File: src/dmu_pkg.sv
package dmu_pkg;
   // ----------------------------------------------------------------
   // Clock and rates
   // ----------------------------------------------------------------
   localparam int unsigned CORE_CLK_HZ = 20_000_000;
   localparam int unsigned OSC_PER_SHIFT_BIT = 12;
   localparam int unsigned OVERSAMPLE = 16;
   localparam int unsigned FIXED_DIV_SLOW = 64;
   localparam int unsigned FIXED_DIV_FAST = 32;
   localparam logic [3:0] SHIFT_DIV_LAST = 4'(OSC_PER_SHIFT_BIT - 1);
   localparam logic [3:0] SHIFT_CLK_RISE = 4'(OSC_PER_SHIFT_BIT / 2);
   localparam logic [3:0] SHIFT_SAMPLE = 4'(OSC_PER_SHIFT_BIT / 2 + 2);
   localparam logic [1:0] FIX_LAST_SLOW = 2'(FIXED_DIV_SLOW / OVERSAMPLE - 1);
   localparam logic [1:0] FIX_LAST_FAST = 2'(FIXED_DIV_FAST / OVERSAMPLE - 1);
   localparam logic [3:0] OVS_LAST = 4'(OVERSAMPLE - 1);
   localparam logic [3:0] OVS_HALF = 4'(OVERSAMPLE / 2 - 1);

   // ----------------------------------------------------------------
   // Register map: address bit 1 picks the port, bit 0 the register
   // ----------------------------------------------------------------
   localparam logic [1:0] ADDR_PORT0_CTRL = 2'h0;
   localparam logic [1:0] ADDR_PORT0_DATA = 2'h1;
   localparam logic [1:0] ADDR_PORT1_CTRL = 2'h2;
   localparam logic [1:0] ADDR_PORT1_DATA = 2'h3;
   localparam int unsigned ADDR_DATA_BIT = 0;
   localparam int unsigned ADDR_PORT_BIT = 1;

   // ----------------------------------------------------------------
   // Fields of port_control_status
   // ----------------------------------------------------------------
   localparam int unsigned MODE_SELECT_A = 7;
   localparam int unsigned MODE_SELECT_B = 6;
   localparam int unsigned ADDR_FILTER_EN = 5;
   localparam int unsigned RX_ENABLE = 4;
   localparam int unsigned TX_NINTH_BIT = 3;
   localparam int unsigned RX_NINTH_BIT = 2;
   localparam int unsigned TX_DONE_FLAG = 1;
   localparam int unsigned RX_DONE_FLAG = 0;
   localparam logic [7:0] CTRL_RESET = 8'h00;
   localparam logic [7:0] DATA_RESET = 8'h00;

   // Mode code is {mode_select_a, mode_select_b}
   localparam logic [1:0] MODE_SHIFT = 2'h0;
   localparam logic [1:0] MODE_ASYNC10 = 2'h1;
   localparam logic [1:0] MODE_FIXED11 = 2'h2;
   localparam logic [1:0] MODE_VAR11 = 2'h3;
   localparam logic [3:0] BITS_SHIFT = 4'h8;
   localparam logic [3:0] BITS_TX10 = 4'hA;
   localparam logic [3:0] BITS_TX11 = 4'hB;
   localparam logic [3:0] BITS_RX10 = 4'h9;
   localparam logic [3:0] BITS_RX11 = 4'hA;

   typedef enum logic [2:0] {
      DMU_TX_IDLE = 3'b001,
      DMU_TX_WAIT = 3'b010,
      DMU_TX_SEND = 3'b100
   } dmu_tx_state_t;

   typedef enum logic [2:0] {
      DMU_RX_IDLE = 3'b001,
      DMU_RX_ASYNC = 3'b010,
      DMU_RX_SHIFT = 3'b100
   } dmu_rx_state_t;
endpackage

File: src/dmu_uart.sv
// Behaviour
// - Two identical, independently controlled serial ports
// - Full duplex; receive buffered, overrun loses one
// - Data write loads transmitter, read gives receiver
// - Shift mode: data on rx pin, clock on tx
// - Ten-bit frame; stop bit stored as ninth
// - Eleven-bit frame with programmable ninth bit
// - Fixed eleven-bit rate osc/64 or osc/32
// - Variable eleven-bit mode uses timer rate
// - Data buffer write always starts transmission
// - Reception start conditions per mode
// - Filtering drops characters with ninth bit zero
// - Ten-bit filtering needs valid stop bit
// - Mode decoded from two mode-select bits
// - Transmit-done timing; only software clears
// - Receive-done timing; only software clears
// - Ninth field unused in shift mode
// - First timer rate times doubler over 32
// - Second timer rate divided by sixteen
`timescale 1ns/100ps
`default_nettype none

module dmu_port (
   input wire logic core_clk,
   input wire logic rst,
   input wire logic ctrl_wr,
   input wire logic data_wr,
   input wire logic [7:0] wdata,
   input wire logic baud_doubler,
   input wire logic tx_rate_source,
   input wire logic rx_rate_source,
   input wire logic timer1_ovf,
   input wire logic timer2_ovf,
   input wire logic rxd_in,
   output logic rxd_out,
   output logic rxd_oe,
   output logic txd_out,
   output logic [7:0] ctrl_q,
   output logic [7:0] rbuf_q
);
   import dmu_pkg::*;

   // ----------------------------------------------------------------
   // Mode decode and rate ticks
   // ----------------------------------------------------------------
   dmu_tx_state_t tx_state_q;
   dmu_rx_state_t rx_state_q;
   logic [3:0] sdiv_q;
   logic [1:0] fdiv_q;
   logic t1_half_q;
   logic [3:0] tx_ovs_q;
   logic [3:0] rx_div_q;
   logic [10:0] tx_shift_q;
   logic [3:0] tx_left_q;
   logic tx_line_q;
   logic [9:0] rx_shift_q;
   logic [3:0] rx_left_q;
   logic rx_start_q;
   logic rxd_prev_q;

   wire [1:0] mode = {ctrl_q[MODE_SELECT_A], ctrl_q[MODE_SELECT_B]};
   wire m_shift = (mode == MODE_SHIFT);
   wire m_ten = (mode == MODE_ASYNC10);
   wire m_fixed = (mode == MODE_FIXED11);
   wire shift_tick = (sdiv_q == SHIFT_DIV_LAST);
   wire fix_last = baud_doubler ? (fdiv_q == FIX_LAST_FAST) : (fdiv_q == FIX_LAST_SLOW);
   wire fix_tick = fix_last;
   wire t1_tick = timer1_ovf & (baud_doubler | t1_half_q);
   wire tx_var = tx_rate_source ? timer2_ovf : t1_tick;
   wire rx_var = rx_rate_source ? timer2_ovf : t1_tick;
   wire tx_samp = m_fixed ? fix_tick : tx_var;
   wire rx_samp = m_fixed ? fix_tick : rx_var;
   wire tx_bit_tick = tx_samp & (tx_ovs_q == OVS_LAST);
   wire rx_event = rx_samp & (rx_div_q == 4'h0);

   always_ff @(posedge core_clk) begin
      if (rst || shift_tick) begin
         sdiv_q <= 4'h0;
      end else begin
         sdiv_q <= sdiv_q + 4'h1;
      end
   end

   always_ff @(posedge core_clk) begin
      if (rst || fix_last) begin
         fdiv_q <= 2'h0;
      end else begin
         fdiv_q <= fdiv_q + 2'h1;
      end
   end

   always_ff @(posedge core_clk) begin
      if (rst) begin
         t1_half_q <= 1'b0;
         tx_ovs_q <= 4'h0;
      end else begin
         t1_half_q <= t1_half_q ^ timer1_ovf;
         tx_ovs_q <= tx_samp ? tx_ovs_q + 4'h1 : tx_ovs_q;
      end
   end

   // ----------------------------------------------------------------
   // Transmitter
   // ----------------------------------------------------------------
   wire tx_shift_busy = m_shift & (tx_state_q == DMU_TX_SEND);
   wire rx_shift_busy = (rx_state_q == DMU_RX_SHIFT);
   wire tx_step = m_shift ? shift_tick : tx_bit_tick;
   wire [10:0] tx_frame = {1'b1, m_ten ? 1'b1 : ctrl_q[TX_NINTH_BIT], wdata, 1'b0};
   wire tx_stop_start = ~m_shift & tx_step & (tx_left_q == 4'h2);
   wire tx_shift_end = m_shift & tx_step & (tx_left_q == 4'h1);
   wire ti_set = (tx_state_q == DMU_TX_SEND) & (tx_stop_start | tx_shift_end);

   always_ff @(posedge core_clk) begin
      if (rst) begin
         tx_state_q <= DMU_TX_IDLE;
         tx_shift_q <= 11'h7FF;
         tx_left_q <= 4'h0;
         tx_line_q <= 1'b1;
      end else if (data_wr) begin
         tx_state_q <= DMU_TX_WAIT;
         tx_shift_q <= m_shift ? {3'h7, wdata} : tx_frame;
         tx_left_q <= m_shift ? BITS_SHIFT : (m_ten ? BITS_TX10 : BITS_TX11);
      end else begin
         case (tx_state_q)
            DMU_TX_IDLE: begin
               tx_line_q <= 1'b1;
            end
            DMU_TX_WAIT: begin
               if (tx_step && !rx_shift_busy) begin
                  tx_state_q <= DMU_TX_SEND;
                  tx_line_q <= tx_shift_q[0];
               end
            end
            DMU_TX_SEND: begin
               if (tx_step) begin
                  tx_shift_q <= {1'b1, tx_shift_q[10:1]};
                  tx_left_q <= tx_left_q - 4'h1;
                  tx_line_q <= tx_shift_q[1];
                  if (tx_left_q == 4'h1) begin
                     tx_state_q <= DMU_TX_IDLE;
                     tx_line_q <= 1'b1;
                  end
               end
            end
            default: begin
               tx_state_q <= DMU_TX_IDLE;
            end
         endcase
      end
   end

   // ----------------------------------------------------------------
   // Receiver
   // ----------------------------------------------------------------
   wire [9:0] rx_next = {rxd_in, rx_shift_q[9:1]};
   wire [7:0] rx_data = m_ten ? rx_next[8:1] : rx_next[7:0];
   wire rx_ninth = m_ten ? rx_next[9] : rx_next[8];
   wire start_edge = ~m_shift & ctrl_q[RX_ENABLE] & rxd_prev_q & ~rxd_in;
   wire shift_go = m_shift & ctrl_q[RX_ENABLE] & ~ctrl_q[RX_DONE_FLAG] & shift_tick
      & (tx_state_q == DMU_TX_IDLE) & ~data_wr;
   wire async_last = (rx_state_q == DMU_RX_ASYNC) & rx_event & ~rx_start_q
      & (rx_left_q == 4'h1);
   wire shift_last = rx_shift_busy & shift_tick & (rx_left_q == 4'h1);
   // An unread character blocks the new one; filtered ones are dropped
   wire async_accept = async_last & ~ctrl_q[RX_DONE_FLAG]
      & (~ctrl_q[ADDR_FILTER_EN] | rx_ninth);
   wire ri_set = async_accept | shift_last;

   always_ff @(posedge core_clk) begin
      if (rst) begin
         rx_state_q <= DMU_RX_IDLE;
         rx_shift_q <= 10'h000;
         rx_left_q <= 4'h0;
         rx_div_q <= 4'h0;
         rx_start_q <= 1'b0;
         rxd_prev_q <= 1'b1;
      end else begin
         rxd_prev_q <= rxd_in;
         case (rx_state_q)
            DMU_RX_IDLE: begin
               if (start_edge) begin
                  rx_state_q <= DMU_RX_ASYNC;
                  rx_div_q <= OVS_HALF;
                  rx_start_q <= 1'b1;
                  rx_left_q <= m_ten ? BITS_RX10 : BITS_RX11;
               end else if (shift_go) begin
                  rx_state_q <= DMU_RX_SHIFT;
                  rx_left_q <= BITS_SHIFT;
               end
            end
            DMU_RX_ASYNC: begin
               if (rx_samp) begin
                  rx_div_q <= (rx_div_q == 4'h0) ? OVS_LAST : rx_div_q - 4'h1;
               end
               if (rx_event) begin
                  rx_start_q <= 1'b0;
                  if (rx_start_q && rxd_in) begin
                     rx_state_q <= DMU_RX_IDLE;
                  end else if (!rx_start_q) begin
                     rx_shift_q <= rx_next;
                     rx_left_q <= rx_left_q - 4'h1;
                     if (rx_left_q == 4'h1) begin
                        rx_state_q <= DMU_RX_IDLE;
                     end
                  end
               end
            end
            DMU_RX_SHIFT: begin
               if (sdiv_q == SHIFT_SAMPLE) begin
                  rx_shift_q <= {2'h0, rxd_in, rx_shift_q[7:1]};
               end
               if (shift_tick) begin
                  rx_left_q <= rx_left_q - 4'h1;
                  if (rx_left_q == 4'h1) begin
                     rx_state_q <= DMU_RX_IDLE;
                  end
               end
            end
            default: begin
               rx_state_q <= DMU_RX_IDLE;
            end
         endcase
      end
   end

   // ----------------------------------------------------------------
   // Registers: hardware set wins over a software clear
   // ----------------------------------------------------------------
   logic [7:0] ctrl_d;
   always_comb begin
      ctrl_d = ctrl_wr ? wdata : ctrl_q;
      if (async_accept) begin
         ctrl_d[RX_NINTH_BIT] = rx_ninth;
      end
      ctrl_d[TX_DONE_FLAG] = ctrl_d[TX_DONE_FLAG] | ti_set;
      ctrl_d[RX_DONE_FLAG] = ctrl_d[RX_DONE_FLAG] | ri_set;
   end

   always_ff @(posedge core_clk) begin
      if (rst) begin
         ctrl_q <= CTRL_RESET;
         rbuf_q <= DATA_RESET;
      end else begin
         ctrl_q <= ctrl_d;
         if (async_accept) begin
            rbuf_q <= rx_data;
         end else if (shift_last) begin
            rbuf_q <= rx_shift_q[7:0];
         end
      end
   end

   // ----------------------------------------------------------------
   // Pins
   // ----------------------------------------------------------------
   wire shift_clk = (tx_shift_busy | rx_shift_busy) ? (sdiv_q >= SHIFT_CLK_RISE) : 1'b1;
   always_ff @(posedge core_clk) begin
      if (rst) begin
         txd_out <= 1'b1;
         rxd_out <= 1'b1;
         rxd_oe <= 1'b0;
      end else begin
         txd_out <= m_shift ? shift_clk : tx_line_q;
         rxd_out <= tx_shift_busy ? tx_line_q : 1'b1;
         rxd_oe <= tx_shift_busy;
      end
   end
endmodule

module dmu_uart #(
   parameter int unsigned NUM_PORTS = 2
) (
   input wire logic core_clk,
   input wire logic rst,
   input wire logic sfr_wr,
   input wire logic sfr_rd,
   input wire logic [1:0] sfr_addr,
   input wire logic [7:0] sfr_wdata,
   output logic [7:0] sfr_rdata,
   input wire logic [NUM_PORTS-1:0] baud_doubler,
   input wire logic [NUM_PORTS-1:0] tx_rate_source,
   input wire logic [NUM_PORTS-1:0] rx_rate_source,
   input wire logic timer1_ovf,
   input wire logic timer2_ovf,
   input wire logic [NUM_PORTS-1:0] rxd_in,
   output logic [NUM_PORTS-1:0] rxd_out,
   output logic [NUM_PORTS-1:0] rxd_oe,
   output logic [NUM_PORTS-1:0] txd_out
);
   import dmu_pkg::*;

   if (NUM_PORTS != 2) begin : g_bad_ports
      $error("dmu_uart: address map serves exactly two ports");
   end

   logic [7:0] ctrl_v [NUM_PORTS];
   logic [7:0] rbuf_v [NUM_PORTS];
   wire sel_port = sfr_addr[ADDR_PORT_BIT];
   wire sel_data = sfr_addr[ADDR_DATA_BIT];

   for (genvar p = 0; p < NUM_PORTS; p++) begin : g_port
      wire hit = sfr_wr & (sel_port == 1'(p));
      dmu_port u_port (
         .core_clk(core_clk),
         .rst(rst),
         .ctrl_wr(hit & ~sel_data),
         .data_wr(hit & sel_data),
         .wdata(sfr_wdata),
         .baud_doubler(baud_doubler[p]),
         .tx_rate_source(tx_rate_source[p]),
         .rx_rate_source(rx_rate_source[p]),
         .timer1_ovf(timer1_ovf),
         .timer2_ovf(timer2_ovf),
         .rxd_in(rxd_in[p]),
         .rxd_out(rxd_out[p]),
         .rxd_oe(rxd_oe[p]),
         .txd_out(txd_out[p]),
         .ctrl_q(ctrl_v[p]),
         .rbuf_q(rbuf_v[p])
      );
   end

   wire [7:0] rd_mux = sel_data ? rbuf_v[sel_port] : ctrl_v[sel_port];
   always_ff @(posedge core_clk) begin
      if (rst) begin
         sfr_rdata <= 8'h00;
      end else if (sfr_rd) begin
         sfr_rdata <= rd_mux;
      end
   end
endmodule

`default_nettype wire

File: config.mk
export PLATFORM = sky130hd
export DESIGN_NAME = dmu_uart
export DESIGN_NICKNAME = d
export VERILOG_FILES = /design/src/dmu_pkg.sv /design/src/dmu_uart.sv
export SDC_FILE = /design/constraint.sdc
export NUM_CORES = 1
export LEC_CHECK = 0
export BUFFER_PORTS_ARGS = -buffer_cell sky130_fd_sc_hd__buf_2
export CAP_MARGIN = 10
export CORE_MARGIN = 1.5
export CORE_UTILIZATION = 50
export DETAILED_ROUTE_END_ITERATION = 8
export GPL_TIMING_DRIVEN = 0
export PLACE_DENSITY = 0.64
export SYNTH_ARGS = -nofsm -noshare
export SYNTH_HDL_FRONTEND = slang
export SYNTH_SLANG_ARGS = --single-unit
File: constraint.sdc
create_clock -name core_clk -period 2.5 [get_ports core_clk]
set_input_delay 0.25 -clock core_clk [delete_from_list [all_inputs] [get_ports core_clk]]
set_output_delay 0.25 -clock core_clk [all_outputs]
set_load 0.01 [all_outputs]
; ---- Word-level counts from Yosys, hierarchy flattened
; Index checks and enable logic that the tools add are counted.
[classes]
n_bitwise = 89
eq_ne = 64
mux = 129
n_reduce_logical = 52
n_lt_le_gt_ge = 3
n_addsub = 12
[op_table]
columns = op, count
row1 = $mux 4, 26
row2 = $mux 8, 13
row3 = $mux 10, 10
row4 = $mux 11, 6
row5 = $mux 3, 22
row6 = $and 1x1->1, 54
row7 = $pmux 10 s2, 2
row8 = $pmux 3 s3, 4
row9 = $mux 1, 34
row10 = $reduce_and 4->1, 8
row11 = $ne 2x1->1 const B, 14
row12 = $eq 4x4->1 const B, 6
row13 = $pmux 4 s3, 2
row14 = $reduce_bool 2->1, 12
row15 = $sub 4x1->4 const B, 6
row16 = $ne 3x1->1 const B, 6
row17 = $not 1->1, 18
row18 = $add 4x1->4 const B, 4
row19 = $eq 4x1->1 const B, 4
row20 = $ne 2x2->1 const B, 8
row21 = $pmux 4 s2, 2
row22 = $or 1x1->1, 14
row23 = $eq 3x1->1 const B, 4
row24 = $eq 3x2->1 const B, 4
row25 = other kinds (25), 66
[totals]
elab_cells = 394
output_inout_bits = 14
inputBits = 24
reg_bits = 152

; ---- Longest topological paths before layout
; Gate-level depths: netlist (run 1).
[depth]
ltp_word = 12
depth_mapped = 10
mapped_depth_nobuf = 8

; ---- By module
; A second synthesis (run 1) with hierarchy kept.
[unflattened]
hier_cells = 888
hier_area_um2 = 7980.2
[by_module_without_submodules]
columns = module, seq_area_each_um2, instances, area_per_inst_um2, cells_per_inst
row1 = dmu_port at g_port[0].u_port, 1421.4, 1, 3718.6, 418
row2 = dmu_port at g_port[1].u_port, 1421.4, 1, 3713.6, 419
row3 = dmu_uart, 160.2, 1, 548.0, 51

; ---- Worst setup path after synthesis (run 1)
; Ideal clock, no wire load.
[synth_timing]
path_type = register -> register
startpoint = register g_port[0].u_port.rx_div_q[0]
endpoint = register g_port[0].u_port.rx_shift_q[6]
t_required_ps = 2372
synth_period_minus_slack_ps = 2251
n_path_buf = 2
slack_ps = 249
stages_incl_launch_ff = 10
setup_time_ps = 128
t_arrival_ps = 2124
cell_sequence = dfxtp_1 inv_1 ha_1 or3b_1 buf_6 or3_1 a311oi_2 buf_6 mux2i_1 nor2_1
[synth_between]
elab_chain_len = 4
[synth_lines]
columns = element, line_no
row1 = "start, declared", dmu_uart.sv:52  ; logic [3:0] rx_div_q;
row2 = "start signal, assigned", dmu_uart.sv:193  ; rx_div_q <= (rx_div_q == 4'h0) ? OVS_LAST : rx_div_q - 4'h1;
row3 = $logic_not 4->1, dmu_uart.sv:74  ; wire rx_event = rx_samp & (rx_div_q == 4'h0);
row4 = $and 1x1->1, dmu_uart.sv:74
row5 = $ne 2x1->1 (no source line), n/a
row6 = $reduce_and 5->1 (no source line), n/a
row7 = "end signal, assigned", dmu_uart.sv:200  ; rx_shift_q <= rx_next;
row8 = "end signal, assigned", dmu_uart.sv:210  ; rx_shift_q <= {2'h0, rxd_in, rx_shift_q[7:1]};
row9 = "end, declared", dmu_uart.sv:56  ; logic [9:0] rx_shift_q;
; Every way passes these cells.
; A chain may end at the register's enable or synchronous reset.

; ---- Worst setup path after layout (run 1)
[layout_timing]
startpoint = input rst
endpoint = register g_port[0].u_port.rx_start_q
[layout_lines]
columns = element, line_no
row1 = "start, declared", dmu_uart.sv:274  ; input wire logic rst,
row2 = "end signal, assigned", dmu_uart.sv:175  ; rx_start_q <= 1'b0;
row3 = "end signal, assigned", dmu_uart.sv:184  ; rx_start_q <= 1'b1;
row4 = "end signal, assigned", dmu_uart.sv:196  ; rx_start_q <= 1'b0;
row5 = "end, declared", dmu_uart.sv:58  ; logic rx_start_q;
; No word-level cell between the ends.

==> impl_metrics.yaml, run 1 <==
outcome:
  status: "finished clean"
timing:
  period_share_pct: 98.3
  setup_viol_count_final: 0
  period_minus_slack_ps: 2460
  worstMarginPinSlew_ps: 930
  finalClockSkew_ps: 9.06
  fin_setup_tns_ps: 0
  rsz0062_at_grt: "true"
  fmax_mhz: 407
  slew-limit-headroom_pct: 38.0
  slew_violations: 0
  hold_viol: 0
synth:
  synthCells: 887
  syn_avg_cell_area_sq_um: 8.85
  yosys_most_used_dff: "dfxtp_1"
  synth_most_common_cell: "dfxtp_1"
  synth_area_leader_cell: "dfxtp_1"
  synth_edf_count: 0
  synth_top_area_share_pct: 38.3
  synthArstFlopShare_pct: 0
  synthTopCellsByArea: "dfxtp_1, mux2i_1, nor2_1"
  synth_area_sq_mm: 0.00785
  ys_warn_count: 0
  synth.net_count: 933
  synth_commonest_cells: "dfxtp_1, nor2_1, mux2i_1"
  seq_area_frac_synth_pct: 38.3
  ys_types: 78
  synth_seq_cells: 150
floorplan:
  ios: 38
  rows: 45
  initial_core_util_pct: 51.4
  die_area_sq_mm: 0.0165
  die_height_microns: 128
  die_w_microns: 128
  coreArea_sq_mm: 0.0153
clock_network:
  clk_pin_slew_worst_paths_ps: 60
  ctsHoldBuffers: 0
  insertion_delay_ps: 420
  clockBufferDepth: 2
  cts_buffers: 17
  cts_max_level: 4
  clockRootBuffer: "clkbuf_16"
  cts_tree: "done"
  cts_sinks: 150
placement:
  io_buffers: 34
  place_congestion: 0.860
  place_area_sq_mm: 0.00828
  place_hpwl_mm: 14.8
route:
  drtPass1Iterations: 5
  avgRoutedWirePerCell_microns: 18.1
  vias: 6759
  routed_wl_mm: 21.1
  ant_nets: 0
  drtIter0Drc: 482
  drc_errors: 0
  vias_per_cell: 5.78
setup_path:
  arrival_ps: 2730
  end_kind: "flip-flop"
  crit_type: "in -> reg"
  crit_fanout: 10
  startpoint_type: "primary input"
  required_ps: 2770
worst_hold_path:
  worstHoldPathType: "in -> reg"
global_routing:
  grt-ovfl-total: 0
  grt_usage_pct: 26.4
  grt_use_met3_pct: 4.92
  grt-busiest-layer: "met2"
  grt.met2_usage_pct: 44.7
  grt_pass1_vias: 6321
  grt_pass1_wl_mm: 33.6
  antenna_found_initial: 0
  grt_use_met1_pct: 34.6
  grt_max_degree: 17
power_and_ir_drop:
  p_per_area_mw_per_mm2: 673
  power.leakage_nw: 3.48
  irDropWorstVdd_mv: 0.512
cells_and_area:
  final_area_sq_mm: 0.00908
  area_growth_syn_to_layout_pct: 15.7
  layout-drive-gt1-share_pct: 16.0
  nets: 991
  fin_util_pct: 59.5
  fill_cells: 1380
  diodes: 0
run:
  drv_cap: 0
## area by class of cell
class | instances | area, sq um | area share, %
Tap cell | 211 | 264 | 2.91
Sequential cell | 150 | 3000 | 33.1
Inverter | 26 | 97.6 | 1.08
Timing Repair Buffer | 39 | 211 | 2.33
Clock inverter | 12 | 198 | 2.18
Multi-Input combinational cell | 658 | 4570 | 50.4
Buffer | 53 | 274 | 3.02
Clock buffer | 20 | 457 | 5.03
## kinds of logic (layout without fill, tap and decap cells)
group / Yosys count / in the layout / synth area share, %
XOR/XNOR: 17 / 17 / 1.90
buffers and inverters: 79 / 150 / 4.72
AND/OR/NAND/NOR: 337 / 337 / 21.2
flip-flops: 150 / 150 / 38.3
adder cells (fa/ha/maj): 22 / 22 / 3.51
AO/OA/AOI/OAI: 192 / 192 / 17.6
multiplexers: 90 / 90 / 12.8
## layer usage
metal / share of wire [%] / vias up
li1: - / 3329
met1: 47 / 3228
met2: 47 / 172
met3: 4.6 / 30
met4: 1.7 / 0
met5: 0 / -
## cell usage in the layout (no fill, tap or decap), drive strengths merged, types with 7 or more instances in the layout
cell type  instances
dfxtp            150
nor2             115
mux2i             80
nand2             73
buf               71
a21oi             46
nor3              41
clkbuf            41
inv               28
o21ai             28
ha                22
nor2b             21
nor3b             18
a221oi            17
nand3             15
o31ai             13
a21o              12
a211oi            10
or2               10
xor2               9
xnor2              8
mux4               8
and3               7
o211ai             7
a2bb2oi            7
a31oi              7
## registers in the layout, summed over array words and instances (netlist names)
| name | cells |
|---|---|
| g_port.u_port.rxd_out | 2 |
| g_port.u_port.tx_left_q | 8 |
| g_port.u_port.sdiv_q | 8 |
| g_port.u_port.ctrl_q | 16 |
| g_port.u_port.rx_div_q | 8 |
| g_port.u_port.txd_out | 2 |
| g_port.u_port.tx_line_q | 2 |
| g_port.u_port.rx_state_q | 6 |
| g_port.u_port.fdiv_q | 4 |
| g_port.u_port.rx_start_q | 2 |
| g_port.u_port.rx_left_q | 8 |
| g_port.u_port.t1_half_q | 2 |
| g_port.u_port.tx_state_q | 6 |
| g_port.u_port.rx_shift_q | 20 |
| g_port.u_port.rxd_prev_q | 2 |
| g_port.u_port.rxd_oe | 2 |
| g_port.u_port.tx_ovs_q | 8 |
| sfr_rdata | 8 |
| g_port.u_port.rbuf_q | 16 |
| g_port.u_port.tx_shift_q | 20 |
## per-stage QoR
stage,instances,total power [mW],setup WS (ps),hold slack (ps)
after floorplan,887,3.08,249,357
after global placement,1132,3.27,-355,438
after detailed placement,1132,3.28,-322,436
after CTS,1164,6.13,20.2,140
after global routing,1169,6.33,-27.5,162
final,1169,6.11,41.6,175
## final timing paths
check / start / slack (ps) / to / cells after the start
max: rst / 40 / g_port[0].u_port.rx_start_q / 5
min: sfr_wdata[7] / 170 / g_port[1].u_port.ctrl_q[7] / 3
min reg2reg: g_port[1].u_port.rbuf_q[7] / 460 / g_port[1].u_port.rbuf_q[7] / 2
max reg2reg: g_port[0].u_port.ctrl_q[7] / 90 / g_port[0].u_port.rx_shift_q[3] / 8
## critical path, cell delays in order
cell      delay, ps
clkbuf_1        550
buf_1           510
clkbuf_1        650
clkbuf_1        660
a21oi_1          90
## repair_timing
item / 4_1_cts / 5_1_grt
setup endpoints to repair: 26 / 52
gates cloned: 0 / 1
pin swaps: 1 / 3
buffers inserted: 0 / 4
resized for setup: 2 / 21
## report_power, final
group	leakage, nW	switching, mW	internal, mW
Combinational	1.94	0.423	0.279
Sequential	1.22	0.0758	2.48
Clock	0.317	1.03	1.83
Total	3.48	1.53	4.59
Power figures use the tool's default switching activity.
==> inputs of run 2 (changes only) <==
--- a/config.mk
+++ b/config.mk
@@ -11,7 +11,7 @@
 export CORE_UTILIZATION = 50
 export DETAILED_ROUTE_END_ITERATION = 8
 export GPL_TIMING_DRIVEN = 0
-export PLACE_DENSITY = 0.64
+export PLACE_DENSITY = 0.67
 export SYNTH_ARGS = -nofsm -noshare
 export SYNTH_HDL_FRONTEND = slang
 export SYNTH_SLANG_ARGS = --single-unit
==> constraint.sdc (replaced) <==
create_clock -name core_clk -period 2.1 [get_ports core_clk]
set_input_delay 0.21 -clock core_clk [delete_from_list [all_inputs] [get_ports core_clk]]
set_output_delay 0.21 -clock core_clk [all_outputs]
set_load 0.01 [all_outputs]
==> run 2 against run 1 <==
The run now ends with setup timing left. Worst setup slack got worse by 220 ps. Utilization increased by 3.5 points. Routed wire length increased by 2.9%. Register-to-register slack got worse by 270 ps. Sequential power increased by 19%. Total power increased by 16%. Clock skew decreased by 1.6 ps. Highest routed layer unchanged.
==> impl_metrics.yaml, run 2 (same netlist as run 1, synthesis figures left out) <==
outcome:
  status: "finished with violations"
  violations: "setup timing"
timing:
  worstMarginPinSlew_ps: 810
  setup_slack_ps: -180
  period_share_pct: 109
  hold_viol: 0
  slew_violations: 0
  fmax_mhz: 439
  finalClockSkew_ps: 7.48
  slew-limit-headroom_pct: 46.0
  setup_viol_count_final: 34
  fin_setup_tns_ps: -3110
  rsz0062_at_grt: "true"
  period_minus_slack_ps: 2280
power_and_ir_drop:
  power.leakage_nw: 3.71
  finalPower_mw: 7.08
  irDropWorstVdd_mv: 0.597
  p_per_area_mw_per_mm2: 736
run:
  drv_cap: 0
setup_path:
  arrival_ps: 2600
  required_ps: 2420
  path_delay_family: "simple AND/OR/NAND/NOR gates"
  cp_slowest_cell: "a311oi_4"
  rr_startpoint: "g_port[0].u_port.rx_div_q[0]"
  regToRegEndpoint: "g_port[0].u_port.rx_shift_q[6]"
  end_kind: "flip-flop"
  reg2reg_setup_slack_ps: -180
  critical_path_buf_inv_count: 3
  crit_type: "reg -> reg"
  max_stage_delay_ps: 440
  crit_chain: "inv_2 -> ha_1 -> or3b_1 -> buf_6 -> nor3_2 -> nand2_1 -> a311oi_4 -> buf_6 -> mux2i_1 -> nor2_1"
  crit_top_cell: "buf_6"
  startpoint_type: "flip-flop"
  rr_worst_depth: 10
  path_depth: 10
  crit_fanout: 5
cells_and_area:
  diodes: 0
  reg_top3: "g_port.u_port.rx_shift_q: 20 flops, g_port.u_port.tx_shift_q: 20 flops"
  fill_cells: 1315
  area_growth_syn_to_layout_pct: 22.5
  mostFrequentLayoutCell: "dfxtp_1"
  final_cell_mix: "dfxtp_1, nor2_1, mux2i_1"
  fin_util_pct: 63.0
  layout-drive-gt1-share_pct: 24.1
  nets: 1020
route:
  m1WireLength_mm: 9.91
  avgRoutedWirePerCell_microns: 18.2
  routed_wl_mm: 21.7
  drtPass1Iterations: 7
  vias_per_cell: 5.76
  met3_length_microns: 856
  drc_errors: 0
  vias: 6895
  wl_met2_mm: 10.3
  ant_nets: 0
  routed.top_layer: "met4"
  drtIter0Drc: 480
floorplan:
  initial_core_util_pct: 51.4
  die_w_microns: 128
  die_height_microns: 128
  ios: 38
  coreArea_sq_mm: 0.0153
  rows: 45
  die_area_sq_mm: 0.0165
global_routing:
  grt_pass1_vias: 6599
  grt_pass1_wl_mm: 34.8
  grt_max_degree: 17
  antenna_found_initial: 0
  grt_usage_pct: 27.5
  grt-ovfl-total: 0
clock_network:
  clk_pin_slew_worst_paths_ps: 60
  cts_max_level: 4
  insertion_delay_ps: 440
  clockRootBuffer: "clkbuf_16"
  cts_sinks: 150
  cts_buffers: 17
  clockBufferDepth: 2
  cts_tree: "done"
placement:
  place_congestion: 0.892
  post-place-ws_ps: -652
  place_hpwl_mm: 14.7
  io_buffers: 34
worst_hold_path:
  worstHoldPathType: "in -> reg"
  min_from: "sfr_wdata[7]"
  holdPathStages: 3
  min_to: "g_port[1].u_port.ctrl_q[7]"
[run 2: timing repair]
action / in CTS / in global routing
setup buffers: 18 / 15
setup endpoints to repair: 127 / 121
pin swaps: 14 / 10
resized for setup: 54 / 68
hold buffers: 0 / 0
cloned: 3 / 0
[run 2: through the flow]
stage,area [sq um],std cells,hold WS (ps)
2_1_floorplan,7870,887,317
3_3_place_gp,8300,1132,436
3_5_place_dp,8300,1132,441
4_1_cts,9270,1183,102
5_1_grt,9620,1198,132
6_report,9620,1198,122
[run 2: report_power, final]
group	total [mW]	internal, mW	leakage (nW)	switching, mW
Clock	3.09	1.88	0.291	1.21
Sequential	3.05	2.95	1.22	0.0940
Combinational	0.941	0.389	2.20	0.552
[run 2: per-layer routing]
metal / GRT usage [%] / vias to the layer above
met5: 0 / -
met3: 4.38 / 42
met2: 44.9 / 155
met1: 35.5 / 3319
met4: 13.4 / 0
li1: - / 3379
[run 2: area by class of cell]
| type | instances | area (sq um) | share of cell area (%) |
|---|---|---|---|
| buffer | 51 | 307 | 3.19 |
| timing repair buffer | 70 | 455 | 4.74 |
| clock inverter | 6 | 62.6 | 0.651 |
| sequential | 150 | 3010 | 31.3 |
| inverter | 26 | 97.6 | 1.01 |
| clock buffer | 26 | 539 | 5.61 |
| multi-input combinational | 658 | 4880 | 50.8 |
| tap | 211 | 264 | 2.75 |
[run 2: worst min-delay path: cells and delay by family]
| kind | cells | cell delay [ps] |
|---|---|---|
| buffers and inverters | 1 | 150 |
| multiplexers | 1 | 80 |
| AND/OR/NAND/NOR | 1 | 70 |
[run 2: worst max path at each step]
stage,start,endpoint
final,g_port[0].u_port.rx_div_q[0],g_port[0].u_port.rx_shift_q[6]
after global routing,g_port[0].u_port.rx_div_q[0],g_port[0].u_port.rx_shift_q[4]
after CTS,g_port[0].u_port.rx_div_q[0],g_port[0].u_port.rx_shift_q[6]
after detailed placement,rst,g_port[1].u_port.rx_shift_q[0]
after global placement,rst,g_port[1].u_port.rx_shift_q[1]
after floorplan,g_port[0].u_port.rx_div_q[0],g_port[0].u_port.rbuf_q[0]
